File: src/core/awslv_pkg.sv
// Shared constants for the write slave port
package awslv_pkg;
  localparam int          ADDR_W       = 32;
  localparam int          ID_W_MAX     = 16;
  localparam int          BYTE_W       = 8;
  localparam logic [1:0]  RESP_OKAY    = 2'h0;
  localparam logic        MODE_MEMORY  = 1'h0;
  localparam logic        MODE_PERIPH  = 1'h1;
  localparam int          BUF_DEPTH    = 2;
endpackage

File: src/core/awslv_buf_if.sv
// Handshake bundle between the port and its two-entry buffer
`timescale 1ns/1ps
`default_nettype none
interface awslv_buf_if #(
  parameter int WIDTH = 8
);
  logic             in_valid;
  logic             in_ready;
  logic [WIDTH-1:0] in_data;
  logic             out_valid;
  logic             out_ready;
  logic [WIDTH-1:0] out_data;
  modport src
  (
    output in_valid,
    input  in_ready,
    output in_data,
    input  out_valid,
    output out_ready,
    input  out_data
  );
  modport buf_side
  (
    input  in_valid,
    output in_ready,
    input  in_data,
    output out_valid,
    input  out_ready,
    output out_data
  );
endinterface
`default_nettype wire

File: src/core/awslv_skid.sv
// Two-entry buffer with valid and ready on both sides
`timescale 1ns/1ps
`default_nettype none
module awslv_skid #(
  parameter int WIDTH = 8
)(
  input  wire logic    i_clk,
  input  wire logic    i_rstn,
  awslv_buf_if.buf_side bus
);
  logic [WIDTH-1:0] mem_q [awslv_pkg::BUF_DEPTH];
  logic             wr_ptr_q;
  logic             rd_ptr_q;
  logic [1:0]       count_q;
  logic             push;
  logic             pop;

  assign bus.in_ready  = (count_q != 2'h2);
  assign bus.out_valid = (count_q != 2'h0);
  assign bus.out_data  = mem_q[rd_ptr_q];
  assign push          = bus.in_valid && bus.in_ready;
  assign pop           = bus.out_valid && bus.out_ready;

  // ----------------------------------------
  // Storage
  // ----------------------------------------
  always_ff @(posedge i_clk)
  begin
    if (push)
      mem_q[wr_ptr_q] <= bus.in_data;
  end

  always_ff @(posedge i_clk or negedge i_rstn)
  begin
    if (!i_rstn)
    begin
      wr_ptr_q <= 1'h0;
      rd_ptr_q <= 1'h0;
      count_q  <= 2'h0;
    end
    else
    begin
      if (push)
        wr_ptr_q <= ~wr_ptr_q;
      if (pop)
        rd_ptr_q <= ~rd_ptr_q;
      count_q <= count_q + {1'h0, push} - {1'h0, pop};
    end
  end
endmodule
`default_nettype wire

File: src/core/awslv_write_port.sv
// Write side of a lite slave port in front of a block memory
`timescale 1ns/1ps
`default_nettype none
module awslv_write_port #(
  parameter logic MODE    = awslv_pkg::MODE_MEMORY,
  parameter bit   USE_ID  = 1'b1,
  parameter int   ID_W    = 4,
  parameter int   DATA_W  = 32
)(
  input  wire logic                 I_SYS_CLK,
  input  wire logic                 I_RSTN,
  input  wire logic [31:0]          I_AWADDR,
  input  wire logic                 I_AWVALID,
  output var  logic                 O_AWREADY,
  input  wire logic [ID_W-1:0]      I_AWID,
  input  wire logic [DATA_W-1:0]    I_WDATA,
  input  wire logic [DATA_W/8-1:0]  I_WSTRB,
  input  wire logic                 I_WVALID,
  output var  logic                 O_WREADY,
  output var  logic                 O_BVALID,
  input  wire logic                 I_BREADY,
  output var  logic [ID_W-1:0]      O_BID,
  output var  logic [1:0]           O_BRESP,
  output var  logic [31:0]          O_MEM_ADDR,
  output var  logic [DATA_W-1:0]    O_MEM_DATA,
  output var  logic [DATA_W/8-1:0]  O_MEM_BE
);
  localparam int  STRB_W = DATA_W / awslv_pkg::BYTE_W;
  // ID carried only where the configuration supports it
  localparam bit  ID_ON  = USE_ID && (MODE == awslv_pkg::MODE_MEMORY);
  localparam int  AW_BUF = awslv_pkg::ADDR_W + ID_W;
  localparam int  W_BUF  = DATA_W + STRB_W;

  // ----------------------------------------
  // Elaboration checks
  // ----------------------------------------
  generate
    if (MODE == awslv_pkg::MODE_MEMORY)
    begin : g_mem_chk
      if (DATA_W != 32 && DATA_W != 64)
        $error("memory style needs 32 or 64 data bits");
    end
    else
    begin : g_per_chk
      if (DATA_W != 8 && DATA_W != 16 && DATA_W != 32 && DATA_W != 64)
        $error("peripheral style needs 8 to 64 data bits");
    end
    if (ID_W < 1 || ID_W > awslv_pkg::ID_W_MAX)
      $error("id width must be 1 to 16");
  endgenerate

  // ----------------------------------------
  // Input capture
  // ----------------------------------------
  // Both channels buffered so a held response never drops a word
  awslv_buf_if #(.WIDTH(AW_BUF)) aw_if ();
  awslv_buf_if #(.WIDTH(W_BUF))  w_if ();

  // Ready from a registered copy of buffer space, no combinational path to valid
  logic aw_space_q;
  logic w_space_q;
  logic aw_take;
  logic w_take;
  logic [ID_W-1:0] id_in;

  assign id_in          = ID_ON ? I_AWID : '0;
  assign aw_take        = I_AWVALID && aw_space_q;
  assign w_take         = I_WVALID && w_space_q;
  assign aw_if.in_valid = aw_take;
  assign aw_if.in_data  = {I_AWADDR, id_in};
  assign w_if.in_valid  = w_take;
  assign w_if.in_data   = {I_WDATA, I_WSTRB};

  awslv_skid #(.WIDTH(AW_BUF)) u_aw_buf
  (
    .i_clk  (I_SYS_CLK),
    .i_rstn (I_RSTN),
    .bus    (aw_if.buf_side)
  );

  awslv_skid #(.WIDTH(W_BUF)) u_w_buf
  (
    .i_clk  (I_SYS_CLK),
    .i_rstn (I_RSTN),
    .bus    (w_if.buf_side)
  );

  // Registered ready: one spare slot means a take this cycle still fits
  logic [1:0] aw_cnt_q;
  logic [1:0] w_cnt_q;
  logic       pair_go;

  always_ff @(posedge I_SYS_CLK or negedge I_RSTN)
  begin
    if (!I_RSTN)
    begin
      aw_cnt_q <= 2'h0;
      w_cnt_q  <= 2'h0;
    end
    else
    begin
      aw_cnt_q <= aw_cnt_q + {1'h0, aw_take} - {1'h0, pair_go};
      w_cnt_q  <= w_cnt_q + {1'h0, w_take} - {1'h0, pair_go};
    end
  end

  // Conservative: ready only when a slot stays free after this cycle
  always_ff @(posedge I_SYS_CLK or negedge I_RSTN)
  begin
    if (!I_RSTN)
    begin
      aw_space_q <= 1'h0;
      w_space_q  <= 1'h0;
    end
    else
    begin
      aw_space_q <= (aw_cnt_q + {1'h0, aw_take} - {1'h0, pair_go})
                    < 2'(awslv_pkg::BUF_DEPTH);
      w_space_q  <= (w_cnt_q + {1'h0, w_take} - {1'h0, pair_go})
                    < 2'(awslv_pkg::BUF_DEPTH);
    end
  end

  assign O_AWREADY = aw_space_q;
  assign O_WREADY  = w_space_q;

  // ----------------------------------------
  // Pairing and memory write
  // ----------------------------------------
  logic bvalid_q;
  logic resp_free;

  // Response slot frees in the same cycle it is accepted
  assign resp_free       = !bvalid_q || I_BREADY;
  assign pair_go         = aw_if.out_valid && w_if.out_valid && resp_free;
  assign aw_if.out_ready = pair_go;
  assign w_if.out_ready  = pair_go;

  logic [31:0]       mem_addr_q;
  logic [DATA_W-1:0] mem_data_q;
  logic [STRB_W-1:0] mem_be_q;
  logic [STRB_W-1:0] be_d;

  // Byte enables per lane; disabled lanes keep memory contents
  genvar g;
  generate
    for (g = 0; g < STRB_W; g++)
    begin : g_lane
      assign be_d[g] = pair_go && w_if.out_data[g];
    end
  endgenerate

  always_ff @(posedge I_SYS_CLK or negedge I_RSTN)
  begin
    if (!I_RSTN)
    begin
      mem_addr_q <= '0;
      mem_data_q <= '0;
      mem_be_q   <= '0;
    end
    else
    begin
      mem_be_q <= be_d;
      if (pair_go)
      begin
        mem_addr_q <= aw_if.out_data[AW_BUF-1:ID_W];
        mem_data_q <= w_if.out_data[W_BUF-1:STRB_W];
      end
    end
  end

  assign O_MEM_ADDR = mem_addr_q;
  assign O_MEM_DATA = mem_data_q;
  assign O_MEM_BE   = mem_be_q;

  // ----------------------------------------
  // Write response
  // ----------------------------------------
  logic [ID_W-1:0] bid_q;
  logic [1:0]      bresp_q;

  // Status held in a register so every output leaves a flip-flop
  always_ff @(posedge I_SYS_CLK or negedge I_RSTN)
  begin
    if (!I_RSTN)
      bresp_q <= awslv_pkg::RESP_OKAY;
    else
      bresp_q <= awslv_pkg::RESP_OKAY;
  end

  always_ff @(posedge I_SYS_CLK or negedge I_RSTN)
  begin
    if (!I_RSTN)
      bvalid_q <= 1'h0;
    else if (pair_go)
      bvalid_q <= 1'h1;
    else if (I_BREADY)
      bvalid_q <= 1'h0;
  end

  always_ff @(posedge I_SYS_CLK or negedge I_RSTN)
  begin
    if (!I_RSTN)
      bid_q <= '0;
    else if (pair_go)
      bid_q <= aw_if.out_data[ID_W-1:0];
  end

  assign O_BVALID = bvalid_q;
  // Zero when IDs are absent, as the port has nothing to echo
  assign O_BID    = ID_ON ? bid_q : '0;
  assign O_BRESP  = bresp_q;
endmodule
`default_nettype wire

File: config.mk
export PLATFORM = sky130hd
export DESIGN_NAME = awslv_write_port
export DESIGN_NICKNAME = d
export VERILOG_FILES = /design/src/core/awslv_pkg.sv /design/src/core/awslv_buf_if.sv /design/src/core/awslv_skid.sv /design/src/core/awslv_write_port.sv
export SDC_FILE = /design/constraint.sdc
export NUM_CORES = 1
export LEC_CHECK = 0
export ABC_AREA = 1
export CORE_ASPECT_RATIO = 0.5
export CORE_MARGIN = 3
export CORE_UTILIZATION = 50
export CTS_CLUSTER_SIZE = 25
export DETAILED_ROUTE_END_ITERATION = 10
export DONT_BUFFER_PORTS = 1
export PLACE_DENSITY_LB_ADDON = 0.15
export SETUP_SLACK_MARGIN = 0.5
export SLEW_MARGIN = 40
export SYNTH_ARGS = -nofsm -noshare
export SYNTH_HDL_FRONTEND = slang
export SYNTH_SLANG_ARGS = --single-unit
File: constraint.sdc
create_clock -name I_SYS_CLK -period 3 [get_ports I_SYS_CLK]
set_input_delay 0.45 -clock I_SYS_CLK [delete_from_list [all_inputs] [get_ports I_SYS_CLK]]
set_output_delay 0.45 -clock I_SYS_CLK [all_outputs]
set_load 0.005 [all_outputs]
==> summary.txt <==
Route
  • Vias per cell: 4.98
  • Antenna Nets Post-Route: 0
  • Drt drc: 0
  • DRT Pass-1 Iters: 4
  • Initial drt markers: 149
  • Highest routed metal layer: met4
  • Met1 WL: ~6.3 mm
  • Via count: 4273
  • Routed WL per cell: 17.6 um
  • Metal2 WL: 7.20 mm
  • WL final: approximately 15 mm
  • Routed wire length on met3: 1.31 mm

Die
  • Core area: 16800 um^2
  • Site row count: 33
  • Height of the die: 99.6 um
  • Full die area: 19200 um^2
  • Initial Util: 52.3%
  • # IOs: 154
  • Die Width: 193 um

Yosys
  • Seq cells post-synth: roughly 230
  • Simple-gate share of the synthesized area: 9.57%
  • Synth Area per Inst: 14.2 um^2
  • Post-synthesis compound-gate area fraction: a little over a tenth
  • Netlist cell types: 26
  • XOR/XNOR Fraction of Synth Area: 0.800%
  • Largest family of logic cells by synthesized area: compound AO/OA/AOI/OAI gates
  • Synthesized cell area: 8760 um^2
  • Synth Area in Adders: less than 1%
  • Sequential area share after synthesis: roughly 74%
  • Synthesis warning total: 0
  • Post-synthesis cell count: 615
  • Mux share of post-synthesis cell area: 0%

Power
  • Max VDD drop: roughly 0.64 mV
  • Switching power: around 0.0036 W
  • PwrDens: 1100 nW/um^2
  • Comb power frac: 29.0%
  • Clk pwr share: 23.5%
  • Share of power burned in registers: 47.5%
  • Switching share of power: 34.2%
  • Leakage: around 3.6 nW
  • Internal: 0.00698 W

Setup path
  • CP startpoint kind: flop
  • Setup crit end kind: flop
  • Crit Path Max Fanout: 60
  • WS Path Type: flop to flop
  • Worst EP arrival: 2.36 ns
  • Worst Path Required: 3.37 ns

CTS
  • Setup Buffers After CTS: 0
  • Clock root buffer master: clkbuf_16
  • Skew-Pair Late Insertion Delay: 0.49 ns
  • H-tree Lvls: 1
  • CTS tree: built
  • CTS Sinks: between 200 and 250
  • Hold buffers post-CTS: 2
  • Bufs on Longest Clock Path: 3
  • Post-CTS Resized: 0
  • Num CTS Buffers: 21
  • Clk slew on worst S/H paths: 0.07 ns

STA
  • Setup violators final: 0
  • RSZ-0062 raised after global routing: no
  • Period utilisation layout: between 60 and 70%
  • Fmax: 502 MHz
  • Slew Viols, Final: 0
  • Slew margin rel.: 52.7%
  • Worst Skew: between 0.01 and 0.015 ns
  • Final Hold Vio Count: 0
  • Final min period: 1.99 ns
  • Fin Setup TNS: 0 ns
  • Least-Margin Pin Slew: 0.709 ns

Finish
  • Fill cells: 1350
  • Number of diodes: 0
  • Final core utilization: 57.4%
  • Nets@finish: 701
  • Area of the multi-input gates: 1980 um^2
  • Share of cells above drive strength 1: 28.2%
  • Register area: 6500 um^2
  • Layout area overhead: 9.84%

GRT
  • Global-route wire length before repair: 23.6 mm
  • GR Overflow Total: 0
  • Initial antenna violation count: 0
  • Largest net degree at the start of global routing: slightly below 90
  • Vias in the first global route: approximately 4200
  • Total track usage: between 10% and 20%

Outcome
  • Status: complete, no violations

Job
  • Maxcap violations: 0

Place
  • Port buffer count: 0
  • RePlAce Congestion: 0.714
  • Post-detail-place hpwl: approximately 8.9 mm

Min path
  • Worst min-delay path class: input port to flop
[layer usage]
metal	up-vias	global-route usage (%)
met1	2040	19.7
met5	-	0
met4	0	2.83
met2	95	25.6
met3	22	6.50
li1	2116	-
[synth_stat cells]
master | instances | share of area (%)
a21oi_1 | 2 | 0.11
a21oi_2 | 2 | 0.20
buf_2 | 6 | 0.34
buf_4 | 6 | 0.51
buf_6 | 12 | 1.5
clkbuf_1 | 7 | 0.30
clkbuf_2 | 1 | 0.057
conb_1 | 1 | 0.043
dfrtp_1 | 87 | 25
edfxtp_1 | 144 | 49
ha_1 | 7 | 1.0
inv_1 | 22 | 0.94
inv_2 | 1 | 0.043
nand2_1 | 91 | 3.9
nand2_2 | 1 | 0.071
nand3_1 | 1 | 0.057
nand4_1 | 1 | 0.071
nor2_1 | 8 | 0.34
nor2_2 | 2 | 0.14
nor2_4 | 1 | 0.13
o21ai_0 | 73 | 4.2
o21ai_1 | 3 | 0.17
o21ai_2 | 60 | 6.0
or2_2 | 68 | 4.9
xnor2_1 | 6 | 0.60
xor2_1 | 2 | 0.20
[kinds of logic after synthesis]
group / count (synthesis)
compound gates: 140
simple gates: 173
buf+inv: 55
flops: 231
xor+xnor: 8
other cells: 1
fa+ha+maj: 7
[worst max-delay path, stage by stage (launching register included)]
cell	delay [ns]
dfrtp_1	0.41
nor2_2	0.16
nor2_4	0.07
nand2_8	0.34
inv_1	0.10
ha_1	0.29
inv_1	0.04
ha_1	0.19
xnor2_1	0.19
inv_1	0.06
[path summary, 6_finish.rpt]
path	start	endpoint	slack (ns)	cells past startpoint
setup / recovery	u_w_buf.count_q[1]$_DFF_PN0_	O_AWREADY$_DFF_PN0_	1.01	9
hold / removal	I_WDATA[7]	u_w_buf.mem_q[1][11]$_DFFE_PP_	0.05	0
setup reg to reg	u_w_buf.count_q[1]$_DFF_PN0_	O_AWREADY$_DFF_PN0_	1.01	9
hold reg to reg	w_cnt_q[0]$_DFF_PN0_	w_cnt_q[0]$_DFF_PN0_	0.48	1
max in group asynchronous	I_RSTN	O_MEM_ADDR[27]$_DFFE_PN0P_	2.08	2
min in group asynchronous	I_RSTN	O_MEM_ADDR[21]$_DFFE_PN0P_	0.50	2
[layout make-up]
class                           instances  area share (%)
Tap cell                              227            2.95
Clock buffer                           32            6.31
Clock inverter                          5           0.312
Timing Repair Buffer                   10            1.40
Inverter                               23           0.897
Sequential cell                       231            67.6
Multi-Input combinational cell        330            20.6
[cells in the final DEF, fill, tap and decap left out]
master and instances:
inv_1 22, o21ai_1 3, buf_12 3, clkinvlp_4 2, dfrtp_1 87, nand4_1 1
buf_16 1, nor2_2 2, clkbuf_1 7, clkbuf_8 4, o21ai_2 60, nor2_1 4
o21ai_0 73, xor2_1 2, nand3_1 1, clkinv_2 3, or2_2 68, buf_4 5
a21oi_2 2, inv_2 1, conb_1 2, a21oi_1 2, nand2_8 1, dlygate4sd3_1 1
xnor2_1 6, nand2_1 91, ha_1 7, nor2_4 5, clkbuf_16 21, edfxtp_1 144
[stage by stage]
stage          hold slack (ns)  cells  worst slack (ns)  total power, W  area, um^2
3_5_place_dp             0.157    819             0.875         0.00827        8950
4_1_cts                 0.0308    858             0.974          0.0108        9620
2_1_floorplan            0.154    616             0.950         0.00767        8780
6_report                0.0525    858              1.01          0.0106        9620
3_3_place_gp             0.157    819             0.956         0.00815        8950
5_1_grt                 0.0235    858             0.829          0.0114        9620
[flip-flops by register name (all words and copies together) (netlist names)]
signal and flops:
O_MEM_BE 4, u_aw_buf.rd_ptr_q 1, O_AWREADY 1, aw_cnt_q 2
u_w_buf.wr_ptr_q 1, O_BID 4, u_w_buf.rd_ptr_q 1, w_cnt_q 2
O_MEM_DATA 32, u_aw_buf.wr_ptr_q 1, O_WREADY 1, u_aw_buf.mem_q 72
u_w_buf.count_q 2, u_aw_buf.count_q 2, O_BVALID 1, u_w_buf.mem_q 72
O_MEM_ADDR 32
[power by group through the flow]
stage	clock network (W)	registers [W]	logic [W]
6_report	0.00249	0.00504	0.00308
5_1_grt	0.00269	0.00516	0.00351
4_1_cts	0.00257	0.00508	0.00316
3_5_place_dp	0	0.00513	0.00314
3_3_place_gp	0	0.00511	0.00303
2_1_floorplan	0	0.00491	0.00276
(Power assumes the default switching activity.)
